## config.mk

```make
export PLATFORM = sky130hd
export DESIGN_NAME = clock_source_control_unit
export DESIGN_NICKNAME = d
export VERILOG_FILES = /design/src/clk_ctrl_pkg.sv /design/src/clock_source_control_unit.sv
export VERILOG_INCLUDE_DIRS = /design/src
export SDC_FILE = /design/constraint.sdc
export NUM_CORES = 1
export LEC_CHECK = 0
export ABC_AREA = 1
export BUFFER_PORTS_ARGS = -buffer_cell sky130_fd_sc_hd__buf_4
export CORE_MARGIN = 4
export CORE_UTILIZATION = 25
export CTS_CLUSTER_DIAMETER = 80
export DETAILED_ROUTE_END_ITERATION = 8
export GPL_ROUTABILITY_DRIVEN = 0
export GPL_TIMING_DRIVEN = 0
export HOLD_SLACK_MARGIN = 0.06
export PLACE_DENSITY_LB_ADDON = 0.15
export SYNTH_ARGS = -nofsm -noshare
export SYNTH_HDL_FRONTEND = slang
export SYNTH_SLANG_ARGS = --single-unit
```

## constraint.sdc

```tcl
create_clock -name pclk -period 5.8 [get_ports pclk]
set_clock_uncertainty 0.2 [all_clocks]
set_input_delay 1.16 -clock pclk [delete_from_list [all_inputs] [get_ports pclk]]
set_output_delay 1.16 -clock pclk [all_outputs]
set_load 0.005 [all_outputs]
```

## src/clk_ctrl_consts.svh

```systemverilog
// Register offsets, field positions and reset values of the clock control unit
// Assumes 32-bit APB with a 12-bit byte address
`ifndef CLK_CTRL_CONSTS_SVH
`define CLK_CTRL_CONSTS_SVH
`define OFS_CTRL     12'h000
`define OFS_CFG      12'h004
`define OFS_CTRLSTS  12'h008
`define OFS_LDCTRL   12'h00c
`define OFS_CLKINT   12'h010
// Oscillator index shared by enable, ready, flag and stable vectors
`define OSC_LSI      0
`define OSC_LSE      1
`define OSC_HSI      2
`define OSC_HSE      3
`define OSC_PLL      4
`define OSC_MSI      5
// Extra synchronised inputs
`define SY_FAIL      6
`define SY_VDD       7
`define SY_WAKE      8
`define EN_RST       6'h20
`define TRIM_RST     5'h10
`define RANGE_4MHZ   4'h6
`define RANGE_MAX    4'h6
`define SYSTICK_LAST 3'h7
`define LD_SOFT_BIT  16
`define INT_EN_LSB   8
`define INT_CLR_LSB  16
`endif

```

## src/clk_ctrl_pkg.sv

```systemverilog
// Types of the clock control unit
// Assumes the constants header is compiled alongside
package clk_ctrl_pkg;
    typedef enum logic [1:0] {SRC_MSI, SRC_HSI, SRC_HSE, SRC_PLL} system_clock_src_e;
endpackage

```

## src/clock_source_control_unit.sv

```systemverilog
// Clock source, PLL setup, bus clock enables and low-power-domain reset control
// Assumes APB master on pclk; oscillator status and events arrive asynchronously
// Function
// (RULE1) Soft bit or supply event resets low-power domain
// (RULE2) Seven multispeed ranges, 4-bit field, default 4 MHz
// (RULE3) Reset or standby wake selects multispeed at 4 MHz
// (RULE4) Software keeps bus clocks within their limits
// (RULE5) System tick reference is AHB divided by 8
// (RULE6) Timer clock doubles unless APB prescaler is 1
// (RULE7) Fast bypass needs bypass and enable bits
// (RULE8) Fast external released on ready, interrupt on ready
// (RULE9) Fast internal gated by enable, released on ready
// (RULE10) Fast internal PLL input divided by 1 or 2
// (RULE11) Factory calibration loaded after every reset
// (RULE12) Five-bit software trim for fast internal
// (RULE13) Multispeed gated by enable, used after ready
// (RULE14) Fast external failure falls back to multispeed
// (RULE15) PLL settings locked while PLL enabled
// (RULE16) PLL input predivide then final divide by 1 or 2
// (RULE17) PLL ready raises enabled interrupt
// (RULE18) Software keeps PLL system clock 32 to 108 MHz
// (RULE19) Software waits slow external stop and restart
// (RULE20) Slow external released on ready, interrupt on ready
// (RULE21) Slow bypass needs bypass and enable bits
// (RULE22) Slow internal gated by enable, released on ready
// (RULE23) Clock switch completes only when target ready; wake or failure forces multispeed without waiting for ready
// (RULE24) Ready reads zero while oscillator disabled; ready clears one cycle after the enable does
`timescale 1ns/10ps
`default_nettype none
`include "clk_ctrl_consts.svh"
module clock_source_control_unit
(
    input  wire logic        pclk,
    input  wire logic        presetn,
    input  wire logic        psel,
    input  wire logic        penable,
    input  wire logic        pwrite,
    input  wire logic [11:0] paddr,
    input  wire logic [31:0] pwdata,
    output logic      [31:0] prdata,
    output logic             pready,
    output logic             pslverr,
    input  wire logic [5:0]  osc_stable,
    input  wire logic        fast_external_fail,
    input  wire logic        vdd_power_event,
    input  wire logic        standby_wake,
    input  wire logic [8:0]  factory_calibration,
    output logic      [5:0]  osc_enable,
    output logic      [5:0]  osc_release,
    output logic             fast_external_bypass,
    output logic             slow_external_bypass,
    output logic      [3:0]  multispeed_range_select,
    output logic      [4:0]  fast_internal_trim,
    output logic      [8:0]  fast_internal_calibration,
    output logic             pll_source_external,
    output logic             pll_internal_input_divide,
    output logic             pll_external_input_divide,
    output logic             pll_final_divide,
    output logic      [4:0]  pll_multiply_factor,
    output logic      [1:0]  system_clock_select,
    output logic             lowpower_domain_reset,
    output logic             clock_irq,
    output logic             ahb_tick,
    output logic             apb1_tick,
    output logic             apb2_tick,
    output logic             timer1_tick,
    output logic             timer2_tick,
    output logic             systick_tick
);

    function automatic logic [2:0] src_idx(input logic [1:0] s);
        case (s)
            2'h1:    src_idx = 3'(`OSC_HSI);
            2'h2:    src_idx = 3'(`OSC_HSE);
            2'h3:    src_idx = 3'(`OSC_PLL);
            default: src_idx = 3'(`OSC_MSI);
        endcase
    endfunction

    function automatic logic [4:0] apb_div(input logic [2:0] p);
        apb_div = p[2] ? (5'h02 << p[1:0]) : 5'h01;
    endfunction

    // Timer pulse twice per APB period: every half period of the APB divider
    function automatic logic timer_hit(input logic [3:0] cnt, input logic [4:0] d);
        timer_hit = (cnt & (d[4:1] - 4'h1)) == (d[4:1] - 4'h1);
    endfunction

    logic [8:0]  sy1_q;
    logic [8:0]  sy2_q;
    logic [5:0]  en_q;
    logic [5:0]  rdy_q;
    logic [5:0]  flag_q;
    logic [5:0]  ien_q;
    logic [5:0]  rise;
    logic        hse_bp_q;
    logic        lse_bp_q;
    logic        ld_soft_q;
    logic [3:0]  range_q;
    logic [4:0]  trim_q;
    logic [8:0]  cal_q;
    logic        cal_done_q;
    logic        pll_src_q;
    logic        pll_hsi_div_q;
    logic        pll_hse_div_q;
    logic        pll_fin_div_q;
    logic [4:0]  mul_q;
    logic [3:0]  ahb_pre_q;
    logic [2:0]  apb1_pre_q;
    logic [2:0]  apb2_pre_q;
    logic [1:0]  sw_q;
    clk_ctrl_pkg::system_clock_src_e sws_q;
    logic [8:0]  ahb_cnt_q;
    logic [3:0]  apb1_cnt_q;
    logic [3:0]  apb2_cnt_q;
    logic [2:0]  st_cnt_q;
    logic [31:0] prdata_q;
    logic [31:0] rd_d;
    logic [9:0]  ahb_div;
    logic [4:0]  d1;
    logic [4:0]  d2;
    logic        hit;
    logic        wr;
    logic        fail;
    logic        wake;
    logic        on_hse;

    // Two-flop synchronisers for asynchronous status and event inputs
    always_ff @(posedge pclk or negedge presetn)
        if (!presetn)
        begin
            sy1_q <= 9'h000;
            sy2_q <= 9'h000;
        end
        else
        begin
            sy1_q <= {standby_wake, vdd_power_event, fast_external_fail, osc_stable};
            sy2_q <= sy1_q;
        end

    assign fail   = sy2_q[`SY_FAIL];
    assign wake   = sy2_q[`SY_WAKE];
    assign wr     = psel && penable && pwrite;
    assign on_hse = (sws_q == clk_ctrl_pkg::SRC_HSE) ||
                    ((sws_q == clk_ctrl_pkg::SRC_PLL) && pll_src_q);
    assign hit    = (paddr == `OFS_CTRL) || (paddr == `OFS_CFG) || (paddr == `OFS_CTRLSTS) ||
                    (paddr == `OFS_LDCTRL) || (paddr == `OFS_CLKINT);

    // Oscillator enables
    always_ff @(posedge pclk or negedge presetn)
        if (!presetn)
            en_q <= `EN_RST;
        else
        begin
            if (wr && paddr == `OFS_CTRL)
            begin
                en_q[`OSC_HSI] <= pwdata[0];
                en_q[`OSC_HSE] <= pwdata[16];
                en_q[`OSC_PLL] <= pwdata[24];
            end
            if (wr && paddr == `OFS_CTRLSTS)
            begin
                en_q[`OSC_LSI] <= pwdata[0];
                en_q[`OSC_MSI] <= pwdata[2];
            end
            if (wr && paddr == `OFS_LDCTRL)
                en_q[`OSC_LSE] <= pwdata[0];
            if (lowpower_domain_reset)
                en_q[`OSC_LSE] <= 1'b0;
            if (sws_q == clk_ctrl_pkg::SRC_MSI || wake)
                en_q[`OSC_MSI] <= 1'b1;  // RULE3
            if (fail && on_hse)
            begin
                en_q[`OSC_HSE] <= 1'b0;  // RULE14
                en_q[`OSC_MSI] <= 1'b1;
                if (pll_src_q)
                    en_q[`OSC_PLL] <= 1'b0;
            end
        end

    // Ready follows enable and stable status, cleared one cycle after disable
    assign rise = en_q & sy2_q[5:0] & ~rdy_q;
    always_ff @(posedge pclk or negedge presetn)
        if (!presetn)
            rdy_q <= 6'h00;
        else
            rdy_q <= en_q & sy2_q[5:0];  // RULE24

    assign osc_release = en_q & rdy_q;  // RULE8 RULE9 RULE13 RULE20 RULE22
    assign osc_enable  = en_q;

    // Ready interrupt flags; a new ready event wins over a clear
    always_ff @(posedge pclk or negedge presetn)
        if (!presetn)
        begin
            flag_q <= 6'h00;
            ien_q  <= 6'h00;
        end
        else
        begin
            if (wr && paddr == `OFS_CLKINT)
            begin
                ien_q  <= pwdata[`INT_EN_LSB+5:`INT_EN_LSB];
                flag_q <= (flag_q & ~pwdata[`INT_CLR_LSB+5:`INT_CLR_LSB]) | rise;
            end
            else
                flag_q <= flag_q | rise;
        end

    assign clock_irq = |(flag_q & ien_q);  // RULE8 RULE17 RULE20

    // Bypass selections and low-power-domain control
    always_ff @(posedge pclk or negedge presetn)
        if (!presetn)
        begin
            hse_bp_q  <= 1'b0;
            lse_bp_q  <= 1'b0;
            ld_soft_q <= 1'b0;
        end
        else
        begin
            if (wr && paddr == `OFS_CTRL && !en_q[`OSC_HSE])
                hse_bp_q <= pwdata[18];
            if (wr && paddr == `OFS_LDCTRL)
            begin
                if (!en_q[`OSC_LSE])
                    lse_bp_q <= pwdata[2];
                ld_soft_q <= pwdata[`LD_SOFT_BIT];
            end
            if (lowpower_domain_reset)
                lse_bp_q <= 1'b0;
        end

    assign fast_external_bypass  = hse_bp_q && en_q[`OSC_HSE];  // RULE7
    assign slow_external_bypass  = lse_bp_q && en_q[`OSC_LSE];  // RULE21
    assign lowpower_domain_reset = ld_soft_q || sy2_q[`SY_VDD];  // RULE1

    // Multispeed range and fast internal trim
    always_ff @(posedge pclk or negedge presetn)
        if (!presetn)
        begin
            range_q <= `RANGE_4MHZ;
            trim_q  <= `TRIM_RST;
        end
        else
        begin
            if (wr && paddr == `OFS_CTRLSTS && pwdata[7:4] <= `RANGE_MAX)
                range_q <= pwdata[7:4];  // RULE2
            if (wr && paddr == `OFS_CTRL)
                trim_q <= pwdata[6:2];  // RULE12
            if (wake)
                range_q <= `RANGE_4MHZ;  // RULE3
        end

    assign multispeed_range_select = range_q;
    assign fast_internal_trim      = trim_q;

    // Calibration sampled once after each reset release
    always_ff @(posedge pclk or negedge presetn)
        if (!presetn)
        begin
            cal_q      <= 9'h000;
            cal_done_q <= 1'b0;
        end
        else if (!cal_done_q)
        begin
            cal_q      <= factory_calibration;  // RULE11
            cal_done_q <= 1'b1;
        end

    assign fast_internal_calibration = cal_q;

    // PLL setup, writable only while the PLL is off
    always_ff @(posedge pclk or negedge presetn)
        if (!presetn)
        begin
            pll_src_q     <= 1'b0;
            pll_hsi_div_q <= 1'b0;
            pll_hse_div_q <= 1'b0;
            pll_fin_div_q <= 1'b0;
            mul_q         <= 5'h00;
        end
        else if (wr && paddr == `OFS_CFG && !en_q[`OSC_PLL])  // RULE15
        begin
            pll_src_q     <= pwdata[16];
            pll_hse_div_q <= pwdata[17];  // RULE16
            pll_hsi_div_q <= pwdata[18];  // RULE10
            pll_fin_div_q <= pwdata[19];
            mul_q         <= pwdata[24:20];
        end

    assign pll_source_external       = pll_src_q;
    assign pll_internal_input_divide = pll_hsi_div_q;
    assign pll_external_input_divide = pll_hse_div_q;
    assign pll_final_divide          = pll_fin_div_q;
    assign pll_multiply_factor       = mul_q;

    // Prescalers and system clock request
    always_ff @(posedge pclk or negedge presetn)
        if (!presetn)
        begin
            ahb_pre_q  <= 4'h0;
            apb1_pre_q <= 3'h0;
            apb2_pre_q <= 3'h0;
            sw_q       <= 2'h0;
        end
        else
        begin
            if (wr && paddr == `OFS_CFG)
            begin
                sw_q       <= pwdata[1:0];
                ahb_pre_q  <= pwdata[7:4];
                apb1_pre_q <= pwdata[10:8];
                apb2_pre_q <= pwdata[13:11];
            end
            if (wake || (fail && on_hse))
                sw_q <= 2'h0;
        end

    // Switch completes only on a ready target; wake or failure forces multispeed without waiting
    always_ff @(posedge pclk or negedge presetn)
        if (!presetn)
            sws_q <= clk_ctrl_pkg::SRC_MSI;
        else if (wake || (fail && on_hse))
            sws_q <= clk_ctrl_pkg::SRC_MSI;  // RULE3 RULE14
        else if (rdy_q[src_idx(sw_q)])
            sws_q <= clk_ctrl_pkg::system_clock_src_e'(sw_q);  // RULE23

    assign system_clock_select = sws_q;

    // Bus clock enables divided from pclk
    assign ahb_div = ahb_pre_q[3] ? (10'h002 << ahb_pre_q[2:0]) : 10'h001;
    assign d1      = apb_div(apb1_pre_q);
    assign d2      = apb_div(apb2_pre_q);
    assign ahb_tick  = (ahb_cnt_q == 9'(ahb_div - 10'h001));
    assign apb1_tick = ahb_tick && (apb1_cnt_q == 4'(d1 - 5'h01));
    assign apb2_tick = ahb_tick && (apb2_cnt_q == 4'(d2 - 5'h01));
    assign timer1_tick = (d1 == 5'h01) ? apb1_tick :
                         ahb_tick && timer_hit(apb1_cnt_q, d1);  // RULE6
    assign timer2_tick = (d2 == 5'h01) ? apb2_tick :
                         ahb_tick && timer_hit(apb2_cnt_q, d2);  // RULE6
    assign systick_tick = ahb_tick && (st_cnt_q == `SYSTICK_LAST);  // RULE5

    always_ff @(posedge pclk or negedge presetn)
        if (!presetn)
        begin
            ahb_cnt_q  <= 9'h000;
            apb1_cnt_q <= 4'h0;
            apb2_cnt_q <= 4'h0;
            st_cnt_q   <= 3'h0;
        end
        else
        begin
            ahb_cnt_q <= ahb_tick ? 9'h000 : ahb_cnt_q + 9'h001;
            if (ahb_tick)
            begin
                apb1_cnt_q <= apb1_tick ? 4'h0 : apb1_cnt_q + 4'h1;
                apb2_cnt_q <= apb2_tick ? 4'h0 : apb2_cnt_q + 4'h1;
                st_cnt_q   <= st_cnt_q + 3'h1;
            end
        end

    // Read data captured in the setup phase
    always_comb
    begin
        rd_d = 32'h0000_0000;
        case (paddr)
            `OFS_CTRL:    rd_d = {6'h00, rdy_q[`OSC_PLL], en_q[`OSC_PLL], 5'h00, hse_bp_q,
                                  rdy_q[`OSC_HSE], en_q[`OSC_HSE], cal_q, trim_q,
                                  rdy_q[`OSC_HSI], en_q[`OSC_HSI]};
            `OFS_CFG:     rd_d = {7'h00, mul_q, pll_fin_div_q, pll_hsi_div_q, pll_hse_div_q,
                                  pll_src_q, 2'h0, apb2_pre_q, apb1_pre_q, ahb_pre_q,
                                  sws_q, sw_q};
            `OFS_CTRLSTS: rd_d = {24'h000000, range_q, rdy_q[`OSC_MSI], en_q[`OSC_MSI],
                                  rdy_q[`OSC_LSI], en_q[`OSC_LSI]};
            `OFS_LDCTRL:  rd_d = {15'h0000, ld_soft_q, 13'h0000, lse_bp_q,
                                  rdy_q[`OSC_LSE], en_q[`OSC_LSE]};
            `OFS_CLKINT:  rd_d = {18'h00000, ien_q, 2'h0, flag_q};
            default:      rd_d = 32'h0000_0000;
        endcase
    end

    always_ff @(posedge pclk or negedge presetn)
        if (!presetn)
            prdata_q <= 32'h0000_0000;
        else if (psel && !penable && !pwrite)
            prdata_q <= rd_d;

    assign prdata  = prdata_q;
    assign pready  = 1'b1;
    assign pslverr = psel && penable && !hit;
endmodule
`default_nettype wire

```

# Word-level counts from Yosys, hierarchy flattened
# Index checks and enable logic that the tools add are counted.
# Widths: inputs -> output; s select.
# word_totals
reg_bits	139
inputBits	67
# op_classes
n_eq_ne	18
mux	30
order_cmp	2
addsub	9
bitwise_logic	11
reduce_logical	45
n_shift	3
# op_table
op	count
$pmux 26 s5	1
$and 6x6->6	5
$eq 12x4->1 const B	2
$logic_and 1x1->1	22
$mux 9	2
$eq 4x4->1	4
$mux 4	4
$sub 4x1->4 const B	4
$eq 12x3->1 const B	1
$eq 12x5->1 const B	1
$logic_not 12->1	1
$not 6->6	2
$or 6x6->6	2
$mux 1	11
$eq 5x1->1 const B	2
$mux 5	2
$reduce_bool 2->1	5
$shl 2x2->5 const A	2
$add 9x1->9 const B	1
$eq 9x9->1	1
$mux 3	3
$pmux 3 s3	1
$shl 2x3->9 const A	1
$sub 9x1->9 const B	1
other kinds (18)	37

# Logic depth before layout (Yosys ltp)
# depth
depth_word	10
ltp_mapped	12

# Least setup slack after synthesis
# OpenSTA, ideal clock, no wires.
# synth_timing
path_type	input to output
startpoint	in paddr[11]
endpoint	out pslverr
t_arrival_ps	1975
cell_stages	7
n_path_buf	1
slack_ps	2465
t_required_ps	4440
cell_sequence	nor2_2 -> nand2_4 -> nor2_8 -> buf_6 -> nand2_1 -> nand3_1 -> nor2_1
# synth_via
elab_chain_len	7
elab_cells_between_ends	11
cone_classes	eq/ne: 4; reduce/logical: 7
# synth_lines
item	line_no	text
from (decl)	clock_source_control_unit.sv:38	input wire logic [11:0] paddr,
$eq 12x3->1 or $logic_not 12->1 (tied branches)	--	
$logic_or 1x1->1 (3 in series)	clock_source_control_unit.sv:146	assign hit = (paddr == `OFS_CTRL) || (paddr == `OFS_CFG) || (paddr == `OFS_CTRLSTS) ||
$logic_or 1x1->1 *	clock_source_control_unit.sv:146	
$logic_not 1->1 *	clock_source_control_unit.sv:391	assign pslverr = psel && penable && !hit;
$logic_and 1x1->1 *	clock_source_control_unit.sv:391	
to (decl)	clock_source_control_unit.sv:42	output logic pslverr,
# Mark *: on every way between the ends. The rest lies on a longest branch, timed or not.

# Worst setup path in the final report
# layout_timing
startpoint	in paddr[7]
endpoint	out pslverr
# Same word-level chain as after synthesis.

==> impl_metrics.toml <==
[status]
outcome = "finished, final reports clean"

[yosys]
ys_top_cells_by_area = "dfrtp_1, nand2_1, nand3_1"
synth_area_per_cell_um2 = 8.04
yosysTopAreaCell = "dfrtp_1"
synth_seq_cells = 133
synth_warnings = 0
yosysUniqueCellTypes = 40
syn-instance-count = 827
yosys.area.top_type_share_pct = 48.5
syn_area_um2 = 6650
seq_area_frac_synth_pct = 50.1

[cells_and_area]
final_nets = 1064
layout-drive-gt1-share_pct = 23.3
diodes = 0
finalNonFillerCells = 1336
design_area_um2 = 8710
layout_common_cells = "nand2_1, buf_4, dfrtp_1"
area_growth_pct = 30.9
layout_commonest_cell = "nand2_1"

[sta]
worst_slew_pin_slew_ps = 769
maxSlewViolCount = 0
period_needed_ps = 3900
final-hold-violation-count = 0
period_share_pct = 67.2
setup_violations = 0
rsz0062_at_grt = "no"
max_slew_margin_pct = 48.8
max_freq_mhz = 257
setup_tns_ps = 0

[setup_path]
slowest_delay_ps = 220
path_common_cell = "buf_4"
crit_path_cell_trace = "buf_4 -> nor2_2 -> nand2_2 -> nor2_8 -> buf_6 -> nand2_1 -> nand3_1 -> nor2_1 -> buf_4"
cp_max_fo = 10
cp.arrival_ps = 2540
worstPathRequired_ps = 4440
worstSetupStartpointType = "primary input"
crit_family = "simple AND/OR/NAND/NOR gates"
cpMaxStageDelayCell = "nand3_1"
crit_path_end_kind = "primary output"
crit_type = "in2out"
worst-path-buf-inv = 3

[place]
dp_cells = 1304
placed_area_um2 = 8140
port_buffers = 135
hpwl_mm = 16.3

[clock_tree]
clk_pin_slew_worst_paths_ps = 60
cts.sinks = 133
numCtsBuffers = 17
post_cts_resized = 0
cts_tree = "built"
clock_latency_ps = 430
postCtsHoldBufs = 0
htreeDepth = 4
cts_root_buffer = "clkbuf_16"
cts_max_path_buffers = 2
post-cts-setup-buffer-count = 0

[route]
vias_per_cell = 4.38
drc = 0
drtIter0Drc = 334
vias = 5848
firstDrtPassIters = 5
routed_wl_mm = 21.6
drt.antenna.violating_nets = 0
wl_per_cell_um = 16.2

[floorplan]
start_util_pct = 25.4
rows = 59
dieHeight_um = 171
core_um2 = 26100
io_pins = 152
die_area_um2 = 29300
die_w_um = 171

[min_path]
hp-class = "reg2reg"

[power_and_ir_drop]
p_per_area_nw_per_um2 = 259
ir_drop_mv = 0.143
p_leak_nw = 4.55
p_total_mw = 2.25

[grt]
grt_pass1_wl_mm = 34.0
grtUsageTotal_pct = 15.2
first_global_vias = 5981
gr-total-overflow = 0
grt_start_max_net_pins = 74
antenna_found_initial = 0

[flow_run]
maxCapViolations = 0
==> synth_stat cells <==
master     number
a21boi_1        1
a21oi_1         9
a221oi_1        1
buf_2          10
buf_4          11
buf_6           2
clkbuf_1        8
conb_1          2
dfrtp_1       129
dfstp_2         4
ha_1            9
inv_1         107
inv_2           5
mux2_2          7
nand2_1       240
nand2_2         4
nand2_4         1
nand3_1        90
nand3_2         2
nand3_4         1
nand3b_1        1
nand4_1        11
nand4_4         1
nor2_1         59
nor2_2          5
nor2_8          2
nor3_1          6
nor3_2          1
nor3_4          1
o2111ai_1       1
o211ai_1        2
o21ai_0        52
o21ai_1        14
o21ai_2         7
o22ai_1         1
o31ai_1         6
or2_0           1
or2_2           3
xnor2_1         2
xor2_1          8
==> area by class of cell <==
class / instances / area (um2)
fillers: 2849 / 17400
flip-flops and latches: 133 / 3330
multi-input cells: 557 / 2730
repair buffers: 136 / 1040
clock buffers: 19 / 433
inverters: 112 / 420
well taps: 335 / 419
plain buffers: 31 / 185
clock inverters: 13 / 136
==> kinds of logic (layout without fill, tap and decap cells) <==
kind of cell / after synthesis / in the layout / share of synthesized area [%]
adders and majority gates: 9 / 9 / 1.69
muxes: 7 / 7 / 1.19
buffers and inverters: 143 / 311 / 9.11
DFF: 133 / 133 / 50.1
xor gates and xnor gates: 10 / 10 / 1.32
and+or+nand+nor: 429 / 429 / 28.5
other: 2 / 8 / 0.113
AOI/OAI and AO/OA: 94 / 94 / 7.94
==> worst reg2reg max path, stage by stage, from the launching register on <==
cell,delay (ps)
dfrtp_1,350
clkbuf_1,200
nor2_1,230
nand2_1,80
ha_1,220
nand2_1,70
nand2_1,80
nand2_1,80
nand2_1,50
nand2_1,60
nand3_1,200
nand3_1,160
nand2_1,60
==> metal layers <==
layer  GRT usage [%]  vias up  wire length, um
met4            4.48        0              463
met3            4.07       30             1130
met2            24.1      142            10000
met5               0        -                0
met1            20.6     2738            10000
li1                -     2938                -
==> flip-flops by register name, summed over array words and instances (netlist names), 5 cells and up <==
register,count
rdy_q,6
fast_internal_calibration,9
ahb_cnt_q,9
prdata,26
ien_q,6
sy2_q,9
flag_q,6
sy1_q,9
pll_multiply_factor,5
osc_enable,6
fast_internal_trim,5
==> worst paths after layout <==
| path | start | end | slack (ps) | cells after the start |
|---|---|---|---|---|
| max in group asynchronous | presetn | osc_enable[5] | 4080 | 2 |
| worst min-delay path | sy1_q[3] | sy2_q[3] | 150 | 0 |
| min in group asynchronous | presetn | ahb_cnt_q[5] | 530 | 1 |
| worst max register to register | apb1_pre_q[1] | apb1_cnt_q[1] | 3650 | 12 |
| worst min register to register | sy1_q[3] | sy2_q[3] | 150 | 0 |
| worst max-delay path | paddr[7] | pslverr | 1900 | 9 |
==> where the power goes <==
| part | leakage (nW) | total, mW | internal, mW | switching, mW |
|---|---|---|---|---|
| registers | 1.72 | 0.986 | 0.962 | 0.0243 |
| clock network | 0.257 | 1.06 | 0.630 | 0.427 |
| logic | 2.57 | 0.208 | 0.0976 | 0.111 |
| total | 4.55 | 2.25 | 1.69 | 0.562 |
==> per-stage QoR <==
| stage | worst slack, ps | util (%) | hold WS (ps) |
|---|---|---|---|
| global route | 1770 | 33.3 | 154 |
| floorplan | 2460 | - | 131 |
| finish | 1900 | 33.3 | 147 |
| detailed placement | 1900 | 31.1 | 135 |
| global placement | 1880 | 31.0 | 133 |
| CTS | 1900 | 33.3 | 149 |
(Power assumes the default switching activity.)
